### src/design/ppc_pkg.sv
// Shared constants, pin bundles and state codes of the parallel port controller.
// Assumes a single 50 MHz system clock; every time below is turned into cycles here.
package ppc_pkg;

   // Clock and handshake timing
   localparam int CLK_NS       = 20;
   localparam int ACK_BASE_NS  = 500;
   localparam int ACK_STEP_NS  = 100;
   localparam int ACK_BASE_CYC = (ACK_BASE_NS + CLK_NS - 1) / CLK_NS;
   localparam int ACK_STEP_CYC = (ACK_STEP_NS + CLK_NS - 1) / CLK_NS;
   localparam int ACK_CNT_W    = 12;
   localparam int HOLDOFF_CYC  = 20;
   localparam int HOLD_W       = 5;
   localparam int ALIGN_EDGES  = 2;
   localparam int BYTE_W       = 8;
   localparam int RLE_W        = 7;

   // Register map, byte addresses
   localparam int          APB_AW    = 8;
   localparam logic [7:0]  OFS_PAC   = 8'h00;
   localparam logic [7:0]  OFS_PULSE = 8'h04;
   localparam logic [7:0]  OFS_QTY   = 8'h08;
   localparam logic [7:0]  OFS_RLE   = 8'h0C;
   localparam logic [7:0]  OFS_EOS   = 8'h10;
   localparam logic [7:0]  OFS_STAT  = 8'h14;

   // Field positions
   localparam int PAC_REVERSE = 0;
   localparam int PAC_ASYNC   = 1;
   localparam int PAC_FLUSH   = 2;
   localparam int STAT_DIRCH  = 0;
   localparam int STAT_HREV   = 1;
   localparam logic [7:0] PULSE_RESET = 8'h00;

   // Host bus pins seen by the device
   typedef struct packed {
      logic              cs_n;
      logic              data_strobe_n;
      logic              rw_n;
      logic              service_ack_n;
      logic              chain_grant_in_n;
      logic              dma_acknowledge_n;
      logic [BYTE_W-1:0] data;
   } ppc_host_in_t;

   // Pins from the attached 1284 host
   typedef struct packed {
      logic              strobe_n;
      logic              dir_reverse;
      logic [BYTE_W-1:0] data;
   } ppc_link_in_t;

   localparam ppc_host_in_t HOST_IN_IDLE = '{1'b1, 1'b1, 1'b1, 1'b1, 1'b1, 1'b1, 8'h00};
   localparam ppc_link_in_t LINK_IN_IDLE = '{1'b1, 1'b0, 8'h00};

   typedef enum logic [5:0] {
      H_IDLE = 6'h01, H_C1 = 6'h02, H_C2 = 6'h04,
      H_C3   = 6'h08, H_WAIT = 6'h10, H_DONE = 6'h20
   } ppc_host_st_t;

   typedef enum logic [4:0] {
      D_IDLE = 5'h01, D_C1 = 5'h02, D_C2 = 5'h04, D_C3 = 5'h08, D_AWAIT = 5'h10
   } ppc_dma_st_t;

   typedef enum logic [3:0] {
      L_IDLE = 4'h1, L_BUSY = 4'h2, L_ACK = 4'h4, L_TAIL = 4'h8
   } ppc_link_st_t;

endpackage

### src/design/ppc_fifo.sv
// Parallel FIFO between the host bus side and the 1284 link side.
// Assumes one pusher and one popper per cycle; overflow and underflow are ignored.
`timescale 1ns/1ps
module ppc_fifo
   import ppc_pkg::*;
#(
   parameter  int WIDTH = 8,
   parameter  int DEPTH = 64,
   localparam int CW    = $clog2(DEPTH + 1),
   localparam int AW    = $clog2(DEPTH)
) (
   // Clock, reset, enable
   input  wire logic             sys_clk,
   input  wire logic             rst_n,
   input  wire logic             ce,
   // Control
   input  wire logic             flush,
   input  wire logic             push,
   input  wire logic [WIDTH-1:0] wdata,
   input  wire logic             pop,
   // State
   output logic      [WIDTH-1:0] head,
   output logic      [CW-1:0]    count,
   output logic                  full,
   output logic                  empty
);

   logic [WIDTH-1:0] mem [DEPTH];
   logic [AW-1:0]    wr_ptr;
   logic [AW-1:0]    rd_ptr;
   logic             do_push;
   logic             do_pop;

   // Wrap explicitly so a depth that is no power of two still works
   function automatic logic [AW-1:0] next_ptr(input logic [AW-1:0] p);
      return (p == AW'(DEPTH - 1)) ? '0 : p + 1'b1;
   endfunction

   assign full    = (count == CW'(DEPTH));
   assign empty   = (count == '0);
   assign do_push = push & ~full;
   assign do_pop  = pop & ~empty;
   assign head    = mem[rd_ptr];

   // Pointers and fill level; flush beats any transfer in the same cycle
   always_ff @(posedge sys_clk) begin
      if (!rst_n) begin
         wr_ptr <= '0;
         rd_ptr <= '0;
         count  <= '0;
      end else if (ce) begin
         if (flush) begin
            wr_ptr <= '0;
            rd_ptr <= '0;
            count  <= '0;
         end else begin
            if (do_push) wr_ptr <= next_ptr(wr_ptr);
            if (do_pop) rd_ptr <= next_ptr(rd_ptr);
            count <= count + CW'(do_push) - CW'(do_pop);
         end
      end
   end

   // Storage array, no reset needed
   always_ff @(posedge sys_clk) begin
      if (ce && do_push) begin
         mem[wr_ptr] <= wdata;
      end
   end

endmodule

### src/design/ppc_port.sv
// Parallel port controller: synchronous host bus cycles, DMA, 1284 compatible handshake.
// Assumes host and link pins are asynchronous to sys_clk; registers sit behind APB.
//
// Function
// - Transfer acknowledge goes low from the edge starting the third cycle.
// - Data bus is released once chip select and strobe end the access.
// - Access after service-ack or end-of-service write waits 20 clocks for acknowledge.
// - Each synchronous DMA transfer lasts three clocks; transfers may follow back to back.
// - Compatible mode acknowledge pulse is 500 ns by default.
// - Pulse-width register lengthens acknowledge and slows the other direction too.
// - Busy is extended together with acknowledge, keeping acknowledge inside busy.
// - Only the ack-in-busy ordering exists, never ack-while-busy.
// - Reverse-to-forward switch with data still queued raises direction-change flag.
// - FIFO quantity register reads the bytes held in the FIFO.
// - Software can flush the FIFO and set its direction to forward.
// - Run-length count register reads the current repeat count.
// - Asynchronous DMA handshake only with the async select bit set.
// - Cycle numbering starts two rising edges after reset release.
//
// Decided for this implementation: register access over APB and the address map.
`timescale 1ns/1ps
module ppc_port
   import ppc_pkg::*;
#(
   parameter  int FIFO_DEPTH = 64,
   localparam int QW         = $clog2(FIFO_DEPTH + 1)
) (
   // Clock, reset, enable
   input  wire logic               sys_clk,
   input  wire logic               rst_n,
   input  wire logic               ce,
   // APB slave
   input  wire logic               psel,
   input  wire logic               penable,
   input  wire logic               pwrite,
   input  wire logic [APB_AW-1:0]  paddr,
   input  wire logic [31:0]        pwdata,
   output logic      [31:0]        prdata,
   output logic                    pready,
   output logic                    pslverr,
   // Host bus pins
   input  wire ppc_host_in_t       host_in,
   output logic      [BYTE_W-1:0]  host_data_out,
   output logic                    host_data_oe,
   output logic                    transfer_ack_n,
   output logic                    transfer_ack_oe,
   output logic                    chain_grant_out_n,
   output logic                    dma_request_n,
   // 1284 link pins
   input  wire ppc_link_in_t       link_in,
   output logic      [BYTE_W-1:0]  periph_data,
   output logic                    periph_data_oe,
   output logic                    periph_ack_n,
   output logic                    periph_busy,
   // Status level
   output logic                    dir_change_flag
);

   ppc_host_in_t           host_meta;
   ppc_host_in_t           host_s;
   ppc_link_in_t           link_meta;
   ppc_link_in_t           link_s;
   logic                   strobe_d;
   logic                   rev_d;
   logic [1:0]             align_cnt;
   logic                   align_done;
   logic                   rev_mode;
   logic                   async_dma;
   logic [7:0]             pulse_width;
   logic [RLE_W-1:0]       rle_count;
   logic [BYTE_W-1:0]      last_byte;
   logic [HOLD_W-1:0]      hold_cnt;
   logic [ACK_CNT_W-1:0]   ack_cnt;
   logic [ACK_CNT_W-1:0]   pulse_len;
   ppc_host_st_t           h_st;
   ppc_host_st_t           next_h_st;
   ppc_dma_st_t            d_st;
   ppc_dma_st_t            next_d_st;
   ppc_link_st_t           l_st;
   ppc_link_st_t           next_l_st;
   logic                   h_rd;
   logic                   h_svc;
   logic                   l_rev;
   logic                   ack_pullup;
   logic [31:0]            rd_mux;
   logic [BYTE_W-1:0]      fifo_head;
   logic [QW-1:0]          fifo_count;
   logic                   fifo_full;
   logic                   fifo_empty;

   // Two-flop synchronisers; only the second stage feeds any logic
   always_ff @(posedge sys_clk) begin
      if (!rst_n) begin
         host_meta <= HOST_IN_IDLE;
         host_s    <= HOST_IN_IDLE;
         link_meta <= LINK_IN_IDLE;
         link_s    <= LINK_IN_IDLE;
         strobe_d  <= 1'b1;
         rev_d     <= 1'b0;
      end else if (ce) begin
         host_meta <= host_in;
         host_s    <= host_meta;
         link_meta <= link_in;
         link_s    <= link_meta;
         strobe_d  <= link_s.strobe_n;
         rev_d     <= link_s.dir_reverse;
      end
   end

   // Cycle alignment after reset release
   assign align_done = (align_cnt == 2'(ALIGN_EDGES));
   always_ff @(posedge sys_clk) begin
      if (!rst_n) begin
         align_cnt <= '0;
      end else if (ce && !align_done) begin
         align_cnt <= align_cnt + 1'b1;
      end
   end

   // APB decode; zero wait states, read data is latched in the setup cycle
   wire apb_wr   = psel & penable & pwrite;
   wire hit_pac  = (paddr == OFS_PAC);
   wire hit_pw   = (paddr == OFS_PULSE);
   wire hit_qty  = (paddr == OFS_QTY);
   wire hit_rle  = (paddr == OFS_RLE);
   wire hit_eos  = (paddr == OFS_EOS);
   wire hit_stat = (paddr == OFS_STAT);
   wire mapped   = hit_pac | hit_pw | hit_qty | hit_rle | hit_eos | hit_stat;
   wire flush    = apb_wr & hit_pac & pwdata[PAC_FLUSH];
   wire eos_wr   = apb_wr & hit_eos;
   wire dirch_clr = apb_wr & hit_stat & pwdata[STAT_DIRCH];
   assign pready  = 1'b1;
   assign pslverr = psel & penable & ~mapped;

   // Read word selection; unused bits read as zero
   always_comb begin
      rd_mux = '0;
      if (hit_pac) begin
         rd_mux[PAC_REVERSE] = rev_mode;
         rd_mux[PAC_ASYNC]   = async_dma;
      end
      if (hit_pw) rd_mux[7:0] = pulse_width;
      if (hit_qty) rd_mux[QW-1:0] = fifo_count;
      if (hit_rle) rd_mux[RLE_W-1:0] = rle_count;
      if (hit_stat) begin
         rd_mux[STAT_DIRCH] = dir_change_flag;
         rd_mux[STAT_HREV]  = link_s.dir_reverse;
      end
   end

   // Software registers
   always_ff @(posedge sys_clk) begin
      if (!rst_n) begin
         rev_mode    <= 1'b0;
         async_dma   <= 1'b0;
         pulse_width <= PULSE_RESET;
         prdata      <= '0;
      end else if (ce) begin
         if (psel && !penable) prdata <= rd_mux;
         if (apb_wr && hit_pac) begin
            rev_mode  <= pwdata[PAC_REVERSE];
            async_dma <= pwdata[PAC_ASYNC];
         end
         if (apb_wr && hit_pw) pulse_width <= pwdata[7:0];
      end
   end

   // Requests seen on the host bus
   wire host_req = ~host_s.cs_n & ~host_s.data_strobe_n;
   wire svc_req  = ~host_s.service_ack_n & ~host_s.chain_grant_in_n & ~host_s.data_strobe_n;
   wire host_end = host_s.data_strobe_n & host_s.cs_n & host_s.chain_grant_in_n;
   wire hold_zero = (hold_cnt == '0);
   wire ack_fire = ((h_st == H_C2) || (h_st == H_WAIT)) && hold_zero;
   wire host_pop = ack_fire & h_rd & ~h_svc & ~rev_mode;
   wire host_push = ack_fire & ~h_rd & ~h_svc & rev_mode;

   // Pass the daisy-chain grant on unless this device claims the service cycle
   assign chain_grant_out_n = host_s.chain_grant_in_n | host_s.data_strobe_n | ~host_s.service_ack_n;

   // Host cycle sequencer
   always_comb begin
      next_h_st = h_st;
      unique case (h_st)
         H_IDLE: if (align_done && d_st == D_IDLE && (host_req || svc_req)) next_h_st = H_C1;
         H_C1:   next_h_st = H_C2;
         H_C2:   next_h_st = hold_zero ? H_C3 : H_WAIT;
         H_C3:   next_h_st = H_DONE;
         H_WAIT: if (hold_zero) next_h_st = H_C3;
         H_DONE: if (host_end) next_h_st = H_IDLE;
      endcase
   end

   always_ff @(posedge sys_clk) begin
      if (!rst_n) begin
         h_st  <= H_IDLE;
         h_rd  <= 1'b1;
         h_svc <= 1'b0;
      end else if (ce) begin
         h_st <= next_h_st;
         if (h_st == H_IDLE) begin
            h_rd  <= host_s.rw_n;
            h_svc <= svc_req & ~host_req;
         end
      end
   end

   // Hold-off after a service cycle or an end-of-service write; a host that
   // does not watch the acknowledge must not access during this time
   wire svc_done = (h_st == H_DONE) & host_end & h_svc;
   always_ff @(posedge sys_clk) begin
      if (!rst_n) begin
         hold_cnt <= '0;
      end else if (ce) begin
         if (svc_done || eos_wr) hold_cnt <= HOLD_W'(HOLDOFF_CYC);
         else if (!hold_zero) hold_cnt <= hold_cnt - 1'b1;
      end
   end

   // Acknowledge drive: low until the host ends, then one cycle of active pull-up
   always_ff @(posedge sys_clk) begin
      if (!rst_n) begin
         transfer_ack_n  <= 1'b1;
         transfer_ack_oe <= 1'b0;
         ack_pullup      <= 1'b0;
      end else if (ce) begin
         if (ack_fire) transfer_ack_n <= 1'b0;
         else if (h_st == H_DONE && host_end) transfer_ack_n <= 1'b1;
         ack_pullup      <= ~transfer_ack_n & (h_st == H_DONE) & host_end;
         transfer_ack_oe <= ack_fire | (~transfer_ack_n & ~(h_st == H_DONE && host_end)) |
                            (~transfer_ack_n & (h_st == H_DONE) & host_end);
         if (ack_pullup) transfer_ack_oe <= 1'b0;
      end
   end

   // DMA sequencer: three cycles per transfer, async variant waits for release
   wire dma_ready = rev_mode ? ~fifo_full : ~fifo_empty;
   wire dma_ack   = ~host_s.dma_acknowledge_n;
   wire dma_go    = align_done & dma_ack & dma_ready;
   // Back to back only if a byte or a slot is left once this transfer is done
   wire dma_more  = dma_ack & (rev_mode ? (fifo_count < QW'(FIFO_DEPTH - 1)) : (fifo_count > QW'(1)));
   wire dma_xfer  = (d_st == D_C3);
   wire dma_pop   = dma_xfer & ~rev_mode;
   wire dma_push  = dma_xfer & rev_mode;
   assign dma_request_n = ~(align_done & dma_ready & (h_st == H_IDLE));

   always_comb begin
      next_d_st = d_st;
      unique case (d_st)
         D_IDLE:  if (dma_go && h_st == H_IDLE) next_d_st = D_C1;
         D_C1:    next_d_st = D_C2;
         D_C2:    next_d_st = D_C3;
         D_C3:    if (async_dma) next_d_st = D_AWAIT;
                  else if (dma_more) next_d_st = D_C1;
                  else next_d_st = D_IDLE;
         D_AWAIT: if (!dma_ack) next_d_st = D_IDLE;
      endcase
   end

   always_ff @(posedge sys_clk) begin
      if (!rst_n) begin
         d_st <= D_IDLE;
      end else if (ce) begin
         d_st <= next_d_st;
      end
   end

   // Shared data bus; head is sampled after any pop has settled
   wire host_drive = h_rd & ~h_svc & ~rev_mode & (next_h_st != H_IDLE) & (next_h_st != H_C1);
   wire dma_drive  = ~rev_mode & (next_d_st != D_IDLE);
   wire data_load  = (h_st == H_C1) | (h_st == H_WAIT) | (d_st == D_C1);
   always_ff @(posedge sys_clk) begin
      if (!rst_n) begin
         host_data_out <= '0;
         host_data_oe  <= 1'b0;
      end else if (ce) begin
         host_data_oe <= host_drive | dma_drive;
         if (data_load) host_data_out <= fifo_head;
      end
   end

   // Link side: compatible handshake with ack-in-busy ordering
   wire strobe_fall = strobe_d & ~link_s.strobe_n;
   wire link_push = (l_st == L_IDLE) & align_done & ~rev_mode & ~link_s.dir_reverse & strobe_fall & ~fifo_full;
   wire link_pop  = (l_st == L_IDLE) & align_done & rev_mode & link_s.dir_reverse & ~fifo_empty & ~link_push;
   wire ack_zero  = (ack_cnt == '0);
   assign pulse_len = ACK_CNT_W'(ACK_BASE_CYC) + ACK_CNT_W'(pulse_width) * ACK_CNT_W'(ACK_STEP_CYC);

   always_comb begin
      next_l_st = l_st;
      unique case (l_st)
         L_IDLE: if (link_push || link_pop) next_l_st = L_BUSY;
         L_BUSY: if (l_rev || link_s.strobe_n) next_l_st = L_ACK;
         L_ACK:  if (ack_zero) next_l_st = L_TAIL;
         L_TAIL: next_l_st = L_IDLE;
      endcase
   end

   // Pulse timer also paces reverse bytes, so a longer pulse slows both directions
   always_ff @(posedge sys_clk) begin
      if (!rst_n) begin
         l_st    <= L_IDLE;
         l_rev   <= 1'b0;
         ack_cnt <= '0;
      end else if (ce) begin
         l_st <= next_l_st;
         if (l_st == L_IDLE) l_rev <= link_pop;
         if (l_st == L_BUSY) ack_cnt <= pulse_len - 1'b1;
         else if (l_st == L_ACK && !ack_zero) ack_cnt <= ack_cnt - 1'b1;
      end
   end

   // Link outputs: busy brackets the whole acknowledge pulse
   always_ff @(posedge sys_clk) begin
      if (!rst_n) begin
         periph_ack_n   <= 1'b1;
         periph_busy    <= 1'b0;
         periph_data    <= '0;
         periph_data_oe <= 1'b0;
      end else if (ce) begin
         periph_ack_n   <= ~(next_l_st == L_ACK);
         periph_busy    <= (next_l_st != L_IDLE) | (~rev_mode & fifo_full);
         periph_data_oe <= rev_mode & link_s.dir_reverse;
         if (link_pop) periph_data <= fifo_head;
      end
   end

   // Direction change flag; a new event wins over a clear in the same cycle
   wire dirch_set = rev_d & ~link_s.dir_reverse & rev_mode & ~fifo_empty;
   always_ff @(posedge sys_clk) begin
      if (!rst_n) begin
         dir_change_flag <= 1'b0;
      end else if (ce) begin
         dir_change_flag <= dirch_set | (dir_change_flag & ~dirch_clr);
      end
   end

   // Run-length counter over repeated forward bytes, saturating
   always_ff @(posedge sys_clk) begin
      if (!rst_n) begin
         rle_count <= '0;
         last_byte <= '0;
      end else if (ce) begin
         if (flush) begin
            rle_count <= '0;
         end else if (link_push) begin
            last_byte <= link_s.data;
            if (link_s.data != last_byte) rle_count <= '0;
            else if (rle_count != '1) rle_count <= rle_count + 1'b1;
         end
      end
   end

   // FIFO; direction decides which side fills and which drains
   ppc_fifo #(
      .WIDTH (BYTE_W),
      .DEPTH (FIFO_DEPTH)
   ) u_fifo (
      .sys_clk (sys_clk),
      .rst_n   (rst_n),
      .ce      (ce),
      .flush   (flush),
      .push    (link_push | host_push | dma_push),
      .wdata   (rev_mode ? host_s.data : link_s.data),
      .pop     (link_pop | host_pop | dma_pop),
      .head    (fifo_head),
      .count   (fifo_count),
      .full    (fifo_full),
      .empty   (fifo_empty)
   );

endmodule

### config.mk
export PLATFORM = sky130hd
export DESIGN_NAME = ppc_port
export DESIGN_NICKNAME = d
export VERILOG_FILES = /design/src/design/ppc_pkg.sv /design/src/design/ppc_fifo.sv /design/src/design/ppc_port.sv
export SDC_FILE = /design/constraint.sdc
export NUM_CORES = 1
export LEC_CHECK = 0
export BUFFER_PORTS_ARGS = -buffer_cell sky130_fd_sc_hd__buf_2
export CAP_MARGIN = 20
export CORE_ASPECT_RATIO = 2
export CORE_MARGIN = 4
export CORE_UTILIZATION = 45
export CTS_CLUSTER_DIAMETER = 40
export DETAILED_ROUTE_END_ITERATION = 12
export GPL_TIMING_DRIVEN = 0
export RECOVER_POWER = 25
export REMOVE_ABC_BUFFERS = 1
export SKIP_CTS_REPAIR_TIMING = 1
export SYNTH_ARGS = -nofsm -noshare
export SYNTH_HDL_FRONTEND = slang
export SYNTH_SLANG_ARGS = --single-unit
### constraint.sdc
create_clock -name sys_clk -period 4.28 [get_ports sys_clk]
set_input_delay 0.214 -clock sys_clk [delete_from_list [all_inputs] [get_ports sys_clk]]
set_output_delay 0.214 -clock sys_clk [all_outputs]
set_load 0.01 [all_outputs]
==> flow_metrics.tcl <==
set metrics [dict create \
    synth_ff_type "edfxtp_1" \
    setup_viol 0 \
    slew_headroom_pct -53.3 \
    peakVddDrop_mv 0.360 \
    final_nets 2065 \
    grt_max_degree 79 \
    core_area_um2 62800 \
    cts_root_buffer "clkbuf_16" \
    finClkSkew_ps 41.2 \
    p_int_w 0.0102 \
    die_x_um 186 \
    leakage_nw 9.85 \
    synth_top_area_cell "edfxtp_1" \
    crit_fanout 20 \
    period_needed_ps 4240 \
    timing.critical_path.buf_inv 0 \
    path_delay_family "simple AND/OR/NAND/NOR gates" \
    instances_no_fill 2794 \
    gp_congestion 0.829 \
    cts_sinks 681 \
    pwr-share-seq_pct 55.1 \
    path_depth 6 \
    r2r_cells 6 \
    cap_violations 3 \
    num_antenna_cells 0 \
    cts_buffers 58 \
    avgSynthCellArea_um2 15.3 \
    grt_pass1_vias 16500 \
    hpwl_mm 46.7 \
    comb_power_share_pct 3.1 \
    placed_cells 2650 \
    synth.area.top_cells "edfxtp_1, mux4_2, dfxtp_1, mux2i_1, nor2_1" \
    end_kind "flop" \
    clkPwrFrac_pct 41.8 \
    final_area_um2 32100 \
    track_usage_pct 20.1 \
    finalCritPeriodShare_pct 99.2 \
    status "complete, but fails checks" \
    tightest_slew_ps 2300 \
    crit_arrival_ps 4480 \
    chipHeight_um 364 \
    grt-ovfl-total 0 \
    path_clk_slew_ps 70 \
    required_ps 4520 \
    synth.yosys.warnings 0 \
    netlist_top_cells_count "edfxtp_1, nor2_1, dfxtp_1, mux4_2, nand2_1" \
    crit_chain "or4b_1 > a21oi_1 > nand3_1 > nand2_1 > nand4_1 > nor2_1" \
    async_reset_ff_share_pct 0 \
    max_stage_delay_ps 880 \
    place_ws_ps -396 \
    netlist_area_um2 28500 \
    dr.pass1.iters 5 \
    clkLatencyLatePin_ps 640 \
    drt_iter0_drc 1242 \
    routed_wl_mm 68.4 \
    violations "capacitance limit, slew limit" \
    ant_nets 0 \
    utilization_pct 51.1 \
    drive_above_1_share_pct 18.3 \
    p_per_area_nw_per_um2 404 \
    synth-edff-count 512 \
    synth_cells 1861 \
    avgViaCountPerCell 5.82 \
    initial_core_util_pct 45.4 \
    cts_tree "done" \
    port_buffers 79 \
    slew_viol_final 140 \
    synth-seq-cells 681 \
    wl_per_cell_um 24.5 \
    hold_depth 4 \
    grt_pass1_wl_mm 102 \
    num_io_pins 129 \
    synth_most_common_cell "edfxtp_1" \
    ys_seq_area_share_pct 65.9 \
    placed_cell_area_um2 29800 \
    hp-class "input pin to flop" \
    cts_buffer_depth 3 \
    final.setup.worst_slack_ps 35.0 \
    hold_viol_final 0 \
    antenna_found_initial 0 \
    slowest_stage "nor2_1" \
    cts_max_level 2 \
    syn2layout_area_growth_pct 12.6 \
    num_vias 16300 \
    p_switching_w 0.00273 \
    path_class "flop to flop" \
    netlist-cell-type-count 81 \
    rsz0062_at_grt "yes" \
    switching_share_pct 21.0 \
    start_kind "flop" \
    core.rowCount 130 \
    yosysTopAreaCellShare_pct 54.0 \
    clock.fmax_mhz 236 \
    drc 0 \
    die_area_um2 67600 \
]
## worst paths after layout
path	slack, ps	to	start
max	40	u_fifo.mem[30][2]	rev_mode
min	40	pulse_width[2]	paddr[4]
max reg2reg	40	u_fifo.mem[30][2]	rev_mode
min reg2reg	450	prdata[7]	prdata[7]
## power groups by stage
stage               clock, W  combinational (W)  sequential (W)
floorplan                  0           0.000231         0.00727
global placement           0           0.000364         0.00728
detailed placement         0           0.000386         0.00728
CTS                  0.00554           0.000389         0.00713
global route         0.00581           0.000452         0.00714
finish               0.00541           0.000405         0.00713
## cells in the final DEF, fill, tap and decap left out, drive strengths merged, types with 7 or more instances in the layout
cell type and count:
ha 39, a211oi 13, mux4 160, nand2b 8
dfxtp 169, edfxtp 512, nand2 85, nor2 202
clkinv 31, nor3 32, conb 25, and3 7
mux2i 77, dlygate4sd3 32, o21ai 60, clkbuf 102
mux2 13, nand3 50, inv 41, a21oi 84
a22o 19, nor4 10, buf 65, a22oi 12
or3 11, xnor2 23, bufinv 7
## flip-flops by register name, indices dropped and copies added (netlist names), 5 cells and up, named ones only
name / cells
last_byte: 8
hold_cnt: 5
u_fifo.wr_ptr: 6
u_fifo.count: 7
prdata: 8
host_meta: 14
h_st: 6
link_meta: 10
host_s: 14
d_st: 5
link_s: 10
host_data_out: 8
pulse_width: 8
ack_cnt: 12
u_fifo.mem: 512
rle_count: 7
periph_data: 8
u_fifo.rd_ptr: 6
## cell families (layout without fill, tap and decap cells)
kind of cell | after synthesis | after routing | share of synthesized area [%]
other | 2 | 25 | 0.0264
xor gates and xnor gates | 29 | 29 | 0.892
adders and majority gates | 43 | 43 | 1.99
buffers and inverters | 164 | 282 | 2.59
DFF | 681 | 681 | 65.9
AOI/OAI and AO/OA | 245 | 245 | 5.41
and+or+nand+nor | 447 | 447 | 7.34
muxes | 250 | 250 | 15.9
## worst min-delay path, delay by kind of cell
kind | cells | cell delay [ps]
simple gates | 2 | 220
buf+inv | 1 | 120
compound gates | 1 | 60
## layout make-up
| class | count | area (um2) |
|---|---|---|
| timing repair buffer | 132 | 1070 |
| tap | 792 | 991 |
| clock buffer | 67 | 1510 |
| inverter | 40 | 153 |
| multi-input combinational | 1039 | 9120 |
| fill | 5254 | 30700 |
| sequential | 681 | 18800 |
| clock inverter | 43 | 452 |
## layer usage
layer | track usage, % | up-vias | part of all wire (%)
li1 | - | 7355 | -
met1 | 22.6 | 8303 | 36
met2 | 38.5 | 487 | 57
met3 | 2.42 | 113 | 4.0
met4 | 6.82 | 0 | 3.6
met5 | 0 | - | 0
## stage by stage
step	hold slack, ps	total power, W	setup TNS (ps)
6_report	38.1	0.0130	0
5_1_grt	60.0	0.0134	-4560
4_1_cts	-215	0.0131	-13070
3_5_place_dp	438	0.00767	-35280
3_3_place_gp	434	0.00764	-689900
2_1_floorplan	276	0.00750	-42620
(Power assumes the default switching activity.)
